`config.mk`:
```
export PLATFORM = sky130hd
export DESIGN_NAME = ppc_port_control
export DESIGN_NICKNAME = d
export VERILOG_FILES = /design/src/design/ppc_pkg.sv /design/src/design/ppc_port_control.sv
export VERILOG_INCLUDE_DIRS = /design/src /design/src/design
export SDC_FILE = /design/constraint.sdc
export NUM_CORES = 1
export LEC_CHECK = 0
export BUFFER_PORTS_ARGS = -buffer_cell sky130_fd_sc_hd__clkbuf_2
export CAP_MARGIN = 15
export CORE_MARGIN = 3
export CORE_UTILIZATION = 66
export CTS_BUF_LIST = sky130_fd_sc_hd__clkbuf_8
export CTS_CLUSTER_DIAMETER = 50
export CTS_CLUSTER_SIZE = 28
export DETAILED_ROUTE_END_ITERATION = 7
export PLACE_DENSITY = 0.88
export REMOVE_ABC_BUFFERS = 1
export SKIP_LAST_GASP = 1
export SLEW_MARGIN = 20
export SYNTH_ARGS = -nofsm -noshare
export SYNTH_HDL_FRONTEND = slang
export SYNTH_SLANG_ARGS = --single-unit
```
`constraint.sdc`:
```
create_clock -name ref_clk -period 6.8 [get_ports ref_clk]
set_input_delay 0.34 -clock ref_clk [delete_from_list [all_inputs] [get_ports ref_clk]]
set_output_delay 0.34 -clock ref_clk [all_outputs]
set_load 0.01 [all_outputs]
```
`src/design/ppc_defines.svh`:
```
`ifndef PPC_DEFINES_SVH
`define PPC_DEFINES_SVH
`define PPC_ADDR_CTRL 5'h19
`define PPC_ADDR_TALLY 5'h1b
`define PPC_ADDR_IRQ_STAT 5'h1c
`define PPC_ADDR_IRQ_MASK 5'h1d
`define PPC_ADDR_ADVERT 5'h1e
`define PPC_BIT_AUTOX 15
`define PPC_BIT_FORCEX 14
`define PPC_BIT_PAUSE_RX 13
`define PPC_BIT_PAUSE_TX 12
`define PPC_BIT_FORCE_ERR 11
`define PPC_BIT_SEQ_SEL 10
`define PPC_BIT_PASS 9
`define PPC_BIT_RUN 8
`define PPC_BIT_BYPASS 7
`define PPC_STRETCH_NS 32'd40000000
`define PPC_CLK_NS 32'd20
`define PPC_STRETCH_CYC (`PPC_STRETCH_NS / `PPC_CLK_NS)
`define PPC_BLINK_NS 32'd83000000
`define PPC_BLINK_CYC (`PPC_BLINK_NS / `PPC_CLK_NS)
`endif

```
`src/design/ppc_pkg.sv`:
```
package ppc_pkg;
  typedef enum logic [1:0] {
    PPC_IDLE = 2'h0,
    PPC_RUN = 2'h1,
    PPC_FAIL = 2'h3
  } ppc_test_e;
  typedef struct packed {
    logic auto_crossover_enable;
    logic force_pair_crossover;
    logic selftest_force_error;
    logic selftest_sequence_select;
    logic selftest_run;
    logic indicator_stretch_bypass;
    logic [1:0] indicator_mode_select;
    logic [4:0] port_management_address;
    ppc_test_e test_state;
    logic [7:0] selftest_error_tally;
    logic [3:0] irq_stat;
    logic [3:0] irq_mask;
    logic [3:0] local_ab;
    logic [3:0] partner_ab;
    logic [15:0] rdata;
    logic irq;
    logic pause_rx;
    logic pause_tx;
    logic link_ind;
    logic speed_ind;
    logic actcol_ind;
    logic mdi_swap;
    logic autox_active;
    logic inject_err;
    logic [1:0] link_s1;
    logic [1:0] link_s2;
    logic [31:0] act_cnt;
    logic [31:0] col_cnt;
    logic [31:0] blink_cnt;
    logic blink_ph;
    logic err_s1;
    logic err_s2;
    logic act_s1;
    logic act_s2;
    logic col_s1;
    logic col_s2;
    logic dup_s1;
    logic dup_s2;
  } ppc_state_s;
endpackage : ppc_pkg

```
`src/design/ppc_port_control.sv`:
```
// Summary of operation
// - Auto crossover enable turns automatic pair crossover on during auto-negotiation, unless force crossover is set.
// - Force crossover swaps the transmit and receive pairs; it resets to zero.
// - Pause receive is resolved from the advert bits and only for full duplex.
// - Pause transmit follows the standard pause resolution, only for full duplex.
// - Writing one to force error while run is set injects exactly one error, then the bit self clears.
// - Bit 8 runs the self test, bit 10 picks the sequence, bit 9 reads pass and drops once a fail latches until stop.
// - Stretch bypass drives the indicators straight from internal status.
// - Mode field bits 6:5 choose mode 1, 2 or 3 and default from straps.
// - Mode 1 shows link, speed and activity.
// - Mode 2 shows link blinking on activity, speed, and collision.
// - Mode 3 shows link blinking on activity, speed, and duplex.
// - A five bit strap defaulted writable field holds the management address.
// - The error tally counts errored nibbles, clears on restart and sticks at max.
`timescale 1ns/10ps
`default_nettype none
`include "ppc_defines.svh"
module ppc_port_control (
  input wire logic ref_clk,
  input wire logic nrst,
  input wire logic [4:0] reg_addr,
  input wire logic [15:0] reg_wdata,
  input wire logic reg_wr,
  input wire logic reg_rd,
  output logic [15:0] reg_rdata,
  output logic irq,
  input wire logic strap_auto_crossover,
  input wire logic [1:0] strap_indicator_mode,
  input wire logic [4:0] strap_address,
  input wire logic link_good,
  input wire logic speed_100,
  input wire logic full_duplex,
  input wire logic activity,
  input wire logic collision,
  input wire logic nibble_error,
  output logic link_indicator,
  output logic speed_indicator,
  output logic activity_collision_indicator,
  output logic pair_swap,
  output logic auto_crossover_active,
  output logic inject_error,
  output logic selftest_run,
  output logic selftest_sequence_select,
  output logic [4:0] port_management_address
);
  ppc_pkg::ppc_state_s s_reg, s_next;
  logic strap_load_reg;
  logic ctl_hit;
  logic [15:0] ctl_word;
  logic test_fail;
  logic [3:0] ev;

  // Straps are caught by a clocked load on the first edge after reset release.
  always_ff @(posedge ref_clk) begin
    strap_load_reg <= ~nrst;
  end

  assign ctl_hit = reg_wr && (reg_addr == `PPC_ADDR_CTRL);
  assign test_fail = s_reg.test_state == ppc_pkg::PPC_FAIL;

  always_comb begin
    ctl_word = {s_reg.auto_crossover_enable, s_reg.force_pair_crossover, s_reg.pause_rx,
                s_reg.pause_tx, s_reg.selftest_force_error, s_reg.selftest_sequence_select,
                s_reg.selftest_run && !test_fail, s_reg.selftest_run,
                s_reg.indicator_stretch_bypass, s_reg.indicator_mode_select,
                s_reg.port_management_address};
  end

  always_comb begin
    logic rx_pause;
    logic tx_pause;
    logic lsym, lasym, psym, pasym;
    logic link_raw, act_raw, col_raw, act_v, col_v, blink_link;
    rx_pause = 1'b0;
    tx_pause = 1'b0;
    lsym = 1'b0;
    lasym = 1'b0;
    psym = 1'b0;
    pasym = 1'b0;
    link_raw = 1'b0;
    act_raw = 1'b0;
    col_raw = 1'b0;
    act_v = 1'b0;
    col_v = 1'b0;
    blink_link = 1'b0;
    s_next = s_reg;
    // Duplex comes from the line side like every other status pin, so it is synchronised too.
    s_next.dup_s1 = full_duplex;
    s_next.dup_s2 = s_reg.dup_s1;
    s_next.link_s1 = {speed_100, link_good};
    s_next.link_s2 = s_reg.link_s1;
    s_next.err_s1 = nibble_error;
    s_next.err_s2 = s_reg.err_s1;
    s_next.act_s1 = activity;
    s_next.act_s2 = s_reg.act_s1;
    s_next.col_s1 = collision;
    s_next.col_s2 = s_reg.col_s1;
    ev = 4'h0;
    if (strap_load_reg) begin
      s_next.auto_crossover_enable = strap_auto_crossover;
      s_next.indicator_mode_select = strap_indicator_mode;
      s_next.port_management_address = strap_address;
    end
    // Self clear after one cycle so exactly one error is injected.
    s_next.selftest_force_error = 1'b0;
    s_next.inject_err = s_reg.selftest_force_error && s_reg.selftest_run;
    if (s_reg.selftest_run && s_reg.err_s2) begin
      s_next.test_state = ppc_pkg::PPC_FAIL;
      if (s_reg.selftest_error_tally != 8'hff) begin
        s_next.selftest_error_tally = s_reg.selftest_error_tally + 8'h01;
      end
    end
    if (ctl_hit) begin
      s_next.auto_crossover_enable = reg_wdata[`PPC_BIT_AUTOX];
      s_next.force_pair_crossover = reg_wdata[`PPC_BIT_FORCEX];
      s_next.selftest_force_error = reg_wdata[`PPC_BIT_FORCE_ERR];
      s_next.selftest_sequence_select = reg_wdata[`PPC_BIT_SEQ_SEL];
      s_next.selftest_run = reg_wdata[`PPC_BIT_RUN];
      s_next.indicator_stretch_bypass = reg_wdata[`PPC_BIT_BYPASS];
      s_next.indicator_mode_select = reg_wdata[6:5];
      s_next.port_management_address = reg_wdata[4:0];
      if (reg_wdata[`PPC_BIT_RUN] && !s_reg.selftest_run) begin
        s_next.selftest_error_tally = 8'h00;
        s_next.test_state = ppc_pkg::PPC_RUN;
      end else if (!reg_wdata[`PPC_BIT_RUN]) begin
        s_next.test_state = ppc_pkg::PPC_IDLE;
      end
    end
    if (reg_wr && reg_addr == `PPC_ADDR_IRQ_MASK) s_next.irq_mask = reg_wdata[3:0];
    if (reg_wr && reg_addr == `PPC_ADDR_ADVERT) begin
      s_next.local_ab = reg_wdata[3:0];
      s_next.partner_ab = reg_wdata[7:4];
    end
    // Advert bit 0 is symmetric pause, bit 1 asymmetric, bit 2 full duplex common mode.
    lsym = s_reg.local_ab[0];
    lasym = s_reg.local_ab[1];
    psym = s_reg.partner_ab[0];
    pasym = s_reg.partner_ab[1];
    if (s_reg.local_ab[2] && s_reg.partner_ab[2]) begin
      rx_pause = (lsym && psym) || (lsym && lasym && !psym && pasym);
      tx_pause = (lsym && psym) || (!lsym && lasym && psym && pasym);
    end
    s_next.pause_rx = rx_pause;
    s_next.pause_tx = tx_pause;
    s_next.mdi_swap = s_reg.force_pair_crossover;
    s_next.autox_active = s_reg.auto_crossover_enable && !s_reg.force_pair_crossover;
    link_raw = s_reg.link_s2[0];
    act_raw = s_reg.act_s2;
    col_raw = s_reg.col_s2;
    s_next.act_cnt = act_raw ? `PPC_STRETCH_CYC : (s_reg.act_cnt != 32'd0 ?
                     s_reg.act_cnt - 32'd1 : 32'd0);
    s_next.col_cnt = col_raw ? `PPC_STRETCH_CYC : (s_reg.col_cnt != 32'd0 ?
                     s_reg.col_cnt - 32'd1 : 32'd0);
    // Bypass trades visibility of short events for an exact view of internal state.
    act_v = s_reg.indicator_stretch_bypass ? act_raw : (s_reg.act_cnt != 32'd0);
    col_v = s_reg.indicator_stretch_bypass ? col_raw : (s_reg.col_cnt != 32'd0);
    if (s_reg.blink_cnt >= `PPC_BLINK_CYC) begin
      s_next.blink_cnt = 32'd0;
      s_next.blink_ph = !s_reg.blink_ph;
    end else begin
      s_next.blink_cnt = s_reg.blink_cnt + 32'd1;
    end
    blink_link = link_raw && !(act_v && s_reg.blink_ph);
    s_next.speed_ind = s_reg.link_s2[1];
    case (s_reg.indicator_mode_select)
      2'h1, 2'h3: begin
        s_next.link_ind = link_raw;
        s_next.actcol_ind = act_v;
      end
      2'h0: begin
        s_next.link_ind = blink_link;
        s_next.actcol_ind = col_v;
      end
      2'h2: begin
        s_next.link_ind = blink_link;
        s_next.actcol_ind = s_reg.dup_s2;
      end
      default: begin
        s_next.link_ind = link_raw;
        s_next.actcol_ind = 1'b0;
      end
    endcase
    ev[0] = s_reg.selftest_run && s_reg.err_s2 && !test_fail;
    ev[1] = s_reg.link_s2[0] != s_reg.link_s1[0];
    ev[2] = rx_pause != s_reg.pause_rx;
    ev[3] = s_reg.inject_err;
    if (reg_rd && reg_addr == `PPC_ADDR_IRQ_STAT) s_next.irq_stat = 4'h0;
    s_next.irq_stat = s_next.irq_stat | ev;
    s_next.irq = |(s_next.irq_stat & s_next.irq_mask);
    case (reg_addr)
      `PPC_ADDR_CTRL: s_next.rdata = ctl_word;
      `PPC_ADDR_TALLY: s_next.rdata = {s_reg.selftest_error_tally, 8'h00};
      `PPC_ADDR_IRQ_STAT: s_next.rdata = {12'h000, s_reg.irq_stat};
      `PPC_ADDR_IRQ_MASK: s_next.rdata = {12'h000, s_reg.irq_mask};
      `PPC_ADDR_ADVERT: s_next.rdata = {8'h00, s_reg.partner_ab, s_reg.local_ab};
      default: s_next.rdata = 16'h0000;
    endcase
    if (!reg_rd) s_next.rdata = 16'h0000;
  end

  always_ff @(posedge ref_clk) begin
    if (!nrst) begin
      s_reg <= '0;
    end else begin
      s_reg <= s_next;
    end
  end

  assign reg_rdata = s_reg.rdata;
  assign irq = s_reg.irq;
  assign link_indicator = s_reg.link_ind;
  assign speed_indicator = s_reg.speed_ind;
  assign activity_collision_indicator = s_reg.actcol_ind;
  assign pair_swap = s_reg.mdi_swap;
  assign auto_crossover_active = s_reg.autox_active;
  assign inject_error = s_reg.inject_err;
  assign selftest_run = s_reg.selftest_run;
  assign selftest_sequence_select = s_reg.selftest_sequence_select;
  assign port_management_address = s_reg.port_management_address;

  a_force_err_clears: assert property (@(posedge ref_clk) disable iff (!nrst)
    s_reg.selftest_force_error |=> !s_reg.selftest_force_error) else $error("force error stuck");
  a_inject_once: assert property (@(posedge ref_clk) disable iff (!nrst)
    inject_error |=> !inject_error) else $error("error injected twice");
  a_swap_follows: assert property (@(posedge ref_clk) disable iff (!nrst)
    ctl_hit ##1 1'b1 |=> pair_swap == $past(reg_wdata[14], 2)) else $error("swap wrong");
  a_autox_gate: assert property (@(posedge ref_clk) disable iff (!nrst)
    auto_crossover_active |-> $past(s_reg.auto_crossover_enable)) else $error("autox");
  a_pause_duplex: assert property (@(posedge ref_clk) disable iff (!nrst)
    !(s_reg.local_ab[2] && s_reg.partner_ab[2]) |=> !s_reg.pause_rx) else $error("pause rx");
  a_pause_tx_dup: assert property (@(posedge ref_clk) disable iff (!nrst)
    !(s_reg.local_ab[2] && s_reg.partner_ab[2]) |=> !s_reg.pause_tx) else $error("pause tx");
  a_fail_latches: assert property (@(posedge ref_clk) disable iff (!nrst)
    test_fail && !ctl_hit |=> test_fail) else $error("fail not latched");
  a_tally_sticks: assert property (@(posedge ref_clk) disable iff (!nrst)
    s_reg.selftest_error_tally == 8'hff && !ctl_hit |=> s_reg.selftest_error_tally == 8'hff)
    else $error("tally wrapped");
  a_mode3_duplex: assert property (@(posedge ref_clk) disable iff (!nrst)
    s_reg.indicator_mode_select == 2'h2 |=> activity_collision_indicator == $past(s_reg.dup_s2))
    else $error("mode 3 duplex");
  a_strap_addr: assert property (@(posedge ref_clk)
    strap_load_reg && nrst |=> port_management_address == $past(strap_address))
    else $error("strap address");
  // Read data stands for one cycle after each cycle that reg_rd is high; any other cycle the bus reads as zero.
  a_rdata_idle: assert property (@(posedge ref_clk) disable iff (!nrst)
    !reg_rd |=> reg_rdata == 16'h0000) else $error("read data not idle");
  a_unmapped_read: assert property (@(posedge ref_clk) disable iff (!nrst)
    reg_rd && reg_addr == 5'h00 |=> reg_rdata == 16'h0000) else $error("unmapped read");
  a_irq_level: assert property (@(posedge ref_clk) disable iff (!nrst)
    1'b1 |-> irq == |(s_reg.irq_stat & s_reg.irq_mask)) else $error("irq level");
  // A status event in the same cycle as the clearing read must survive the read.
  a_stat_set_wins: assert property (@(posedge ref_clk) disable iff (!nrst)
    ev != 4'h0 |=> (s_reg.irq_stat & $past(ev)) == $past(ev)) else $error("event lost");
  a_stat_clears: assert property (@(posedge ref_clk) disable iff (!nrst)
    reg_rd && reg_addr == `PPC_ADDR_IRQ_STAT && ev == 4'h0 |=> s_reg.irq_stat == 4'h0)
    else $error("status not cleared");
  a_autox_write: assert property (@(posedge ref_clk) disable iff (!nrst)
    ctl_hit |=> s_reg.auto_crossover_enable == $past(reg_wdata[15])) else $error("autox wr");
  a_seq_write: assert property (@(posedge ref_clk) disable iff (!nrst)
    ctl_hit |=> selftest_sequence_select == $past(reg_wdata[10])) else $error("seq wr");
  a_run_write: assert property (@(posedge ref_clk) disable iff (!nrst)
    ctl_hit |=> selftest_run == $past(reg_wdata[8])) else $error("run wr");
  a_pass_on_stop: assert property (@(posedge ref_clk) disable iff (!nrst)
    ctl_hit && !reg_wdata[8] |=> !test_fail) else $error("fail kept after stop");
  a_tally_restart: assert property (@(posedge ref_clk) disable iff (!nrst)
    ctl_hit && reg_wdata[8] && !s_reg.selftest_run |=> s_reg.selftest_error_tally == 8'h00)
    else $error("tally not reset");
  a_inject_run: assert property (@(posedge ref_clk) disable iff (!nrst)
    inject_error |-> $past(s_reg.selftest_run)) else $error("inject while idle");
  a_addr_write: assert property (@(posedge ref_clk) disable iff (!nrst)
    ctl_hit |=> port_management_address == $past(reg_wdata[4:0])) else $error("addr wr");
  // Speed passes two synchroniser stages and the output register, three cycles in all.
  a_speed_path: assert property (@(posedge ref_clk) disable iff (!nrst)
    1'b1 |=> ##2 speed_indicator == $past(speed_100, 3)) else $error("speed path");
  a_mode1_link: assert property (@(posedge ref_clk) disable iff (!nrst)
    s_reg.indicator_mode_select[0] |=> link_indicator == $past(s_reg.link_s2[0]))
    else $error("mode 1 link");
  a_bypass_act: assert property (@(posedge ref_clk) disable iff (!nrst)
    s_reg.indicator_mode_select[0] && s_reg.indicator_stretch_bypass
    |=> activity_collision_indicator == $past(s_reg.act_s2)) else $error("bypass act");
  a_mode2_col: assert property (@(posedge ref_clk) disable iff (!nrst)
    s_reg.indicator_mode_select == 2'h0 && s_reg.indicator_stretch_bypass
    |=> activity_collision_indicator == $past(s_reg.col_s2)) else $error("mode 2 col");
  // The stretch keeps a short burst of activity visible for the whole hold time.
  a_stretch_hold: assert property (@(posedge ref_clk) disable iff (!nrst)
    s_reg.indicator_mode_select[0] && !s_reg.indicator_stretch_bypass && s_reg.act_cnt != 32'd0
    |=> activity_collision_indicator) else $error("stretch dropped");
  c_selftest_fail: cover property (@(posedge ref_clk) disable iff (!nrst) s_reg.selftest_run ##1 test_fail);
  c_irq_raise: cover property (@(posedge ref_clk) disable iff (!nrst) !irq ##1 irq);
  c_pause_both: cover property (@(posedge ref_clk) disable iff (!nrst) s_reg.pause_rx && s_reg.pause_tx);
  c_inject: cover property (@(posedge ref_clk) disable iff (!nrst) inject_error);
  c_mode3: cover property (@(posedge ref_clk) disable iff (!nrst) s_reg.indicator_mode_select == 2'h2);
endmodule : ppc_port_control
`default_nettype wire

```
==> impl_metrics.py <==
metrics = {
    "run_status": {
        "status": "finished clean",
    },
    "finish": {
        "fillers": 714,
        "regArea_mm2": 0.00348,
        "diodes": 0,
        "nets": 875,
        "fin_util": 0.752,
        "multi_input_area_mm2": 0.00338,
        "largest_reg_flops": 128,
        "drive_gt1_frac": 0.132,
        "syn_to_final_growth_pct": 9.53,
    },
    "power_and_ir_drop": {
        "swShare": 0.374,
        "p_comb_frac": 0.349,
        "powerDensity_mw_per_mm2": 413,
        "total_power_mw": 3.25,
        "power.leakage_nw": 3.01,
        "switchingPower_mw": 1.22,
        "ir_worst_vdd_v": 0.000285,
        "seqPwrFrac": 0.414,
        "p_int_mw": 2.03,
        "p_clk_frac": 0.238,
    },
    "place": {
        "portBuffers": 65,
        "dp_hpwl_um": 10500,
        "place_ws_ps": 3970,
        "place_congestion": 0.828,
    },
    "critical_path": {
        "crit_start": "s_reg[48]",
        "timing.rr.start": "s_reg[48]",
        "critPathLaunchType": "flop",
        "crit_required_ps": 7090,
        "path_class": "flop to flop",
        "crit_arrival_ps": 3240,
        "cp_max_fo": 25,
        "cp-end-kind": "flop",
    },
    "timing": {
        "worst_pin_slew_ps": 1070,
        "fin_setup_tns_ps": 0,
        "post-route-period-util": 0.433,
        "finalWorstSetupSlack_ps": 3860,
        "period_needed_ps": 2940,
        "rsz0062_at_grt": "no",
        "final_hold_viol_count": 0,
        "whs_ps": 84.4,
        "drv_slew": 0,
        "slew_headroom": 0.286,
        "skew_ps": 9.19,
        "max_freq_mhz": 340,
        "setup-violations-final": 0,
    },
    "logic_synthesis": {
        "synth.distinct_cells": 59,
        "synthFlopType": "dfxtp_1",
        "synth-compound-area-share": 0.0731,
        "synth_edf_count": 0,
        "yosys-top-cells-count": "dfxtp_1, nor2_1, xnor2_1",
        "synth_xor_area_frac": 0.100,
        "yosysSeqAreaShare": 0.485,
        "synth_area_leaders": "dfxtp_1, nor2_1, xnor2_1",
        "synthesis.area_mm2": 0.00718,
        "yosys.area.top_type": "dfxtp_1",
        "syn_inst": 786,
        "synth.most_common_cell": "dfxtp_1",
        "synthMuxAreaShare": 0.0401,
        "synth_top_family_by_area": "simple AND/OR/NAND/NOR gates",
        "yosys_warnings": 0,
        "syn_area_per_cell_um2": 9.14,
        "synth_top_area_frac": 0.485,
        "async_flop_share": 0,
        "synthAdderAreaFrac": 0.0122,
        "ys_ff_latch": 174,
        "yosys.area_share.simple": 0.240,
    },
    "clocking": {
        "htreeDepth": 4,
        "cts_made_buffers": 17,
        "cts.sinks": 174,
        "root_buffer": "clkbuf_8",
        "cts-resized-gates": 0,
        "ctsHoldBuffers": 0,
        "cts_tree": "done",
        "clockBufferDepth": 2,
        "clk_latency_ps": 460,
        "postCtsSetupBuffers": 0,
        "clk_pin_slew_worst_paths_ps": 90,
    },
    "die": {
        "fp.dieW_um": 110,
        "io_pins": 69,
        "fp.coreArea_mm2": 0.0105,
        "die_area_mm2": 0.0122,
        "initial_core_util": 0.687,
        "die_h_um": 110,
        "rows": 37,
    },
    "detailed_routing": {
        "wl_um": 15500,
        "dr.max_layer_used": "met4",
        "via_per_inst": 5.84,
        "wirelength_met1_um": 6580,
        "met2_length_um": 7630,
        "wl_met3_um": 922,
        "post_drt_wl_per_cell_um": 15.8,
        "route.detailed.drc": 0,
        "via_count": 5712,
        "first_pass_iters": 4,
        "antenna_left": 0,
        "drt_iter0_drc": 374,
    },
    "global_route": {
        "grt_pass1_vias": 5460,
        "grt_pass1_wl_um": 25300,
        "grt_max_degree": 36,
        "grt_usage": 0.265,
        "antenna_found_initial": 0,
        "gr-total-overflow": 0,
    },
    "worst_hold_path": {
        "hold_path_class": "input pin to flop",
        "worstHoldStart": "reg_wdata[11]",
    },
    "job": {
        "drv_cap": 0,
    },
}
cell type report:
type / instances / area share
sequential: 174 / 0.443
tap: 136 / 0.0216
timing repair buffer: 68 / 0.0442
clock inverter: 15 / 0.0248
multi-input combinational: 553 / 0.430
inverter: 15 / 0.00716
clock buffer: 17 / 0.0297
stage by stage:
step	cell area [um^2]	instances
2_1_floorplan	6920	742
3_3_place_gp	7440	946
3_5_place_dp	7440	946
4_1_cts	7870	978
5_1_grt	7870	978
6_report	7870	978
critical path, stage by stage (launching register included):
cell and delay, ps:
dfxtp_1 350, nor4_1 600, nand2_1 450, or4_1 540, nand3_1 670, nor2_1 170
layer usage:
layer  track usage  up-vias
li1              -     2765
met1         0.318     2722
met2         0.453      193
met3        0.0635       32
met4         0.114        0
met5             0        -
power by group through the flow:
stage | Combinational, mW | Clock, mW | Sequential, mW
6_report | 1.13 | 0.772 | 1.35
2_1_floorplan | 0.875 | 0 | 1.33
3_5_place_dp | 1.11 | 0 | 1.36
3_3_place_gp | 1.04 | 0 | 1.34
5_1_grt | 1.26 | 0.823 | 1.36
4_1_cts | 1.13 | 0.784 | 1.34
final timing paths:
check | end | slack [ps] | cells past startpoint
setup / recovery | s_reg[63] | 3860 | 5
hold / removal | ctl_word[11] | 80 | 3
setup reg to reg | s_reg[63] | 3860 | 5
hold reg to reg | s_reg[2] | 440 | 1
placed cells by master, fill, tap and decap left out, types with 3 or more instances in the layout:
| cell type | count |
|---|---|
| nor4_1 | 29 |
| mux2_2 | 4 |
| nand3_1 | 23 |
| nor3_1 | 24 |
| nand4_1 | 12 |
| buf_4 | 3 |
| o21ai_0 | 11 |
| clkinv_4 | 3 |
| ha_1 | 7 |
| nand3b_1 | 5 |
| inv_1 | 14 |
| a21oi_1 | 31 |
| and4_1 | 3 |
| a22oi_1 | 16 |
| a211oi_1 | 7 |
| and3_1 | 10 |
| nor4b_1 | 3 |
| and2_1 | 16 |
| clkinv_2 | 5 |
| clkbuf_2 | 65 |
| dfxtp_1 | 174 |
| mux2i_1 | 22 |
| nand2_1 | 40 |
| or4_1 | 8 |
| nor3b_1 | 3 |
| conb_1 | 10 |
| nor2b_1 | 3 |
| bufinv_16 | 4 |
| nand2b_1 | 4 |
| xor2_1 | 23 |
| or3_1 | 12 |
| clkbuf_8 | 17 |
| nor2_1 | 140 |
| xnor2_1 | 59 |
kinds of logic after synthesis:
group,count (synthesis)
buffers and inverters,68
other,1
DFF,174
xor gates and xnor gates,82
AOI/OAI and AO/OA,82
and+or+nand+nor,345
adders and majority gates,7
muxes,27
(Power assumes the default switching activity.)
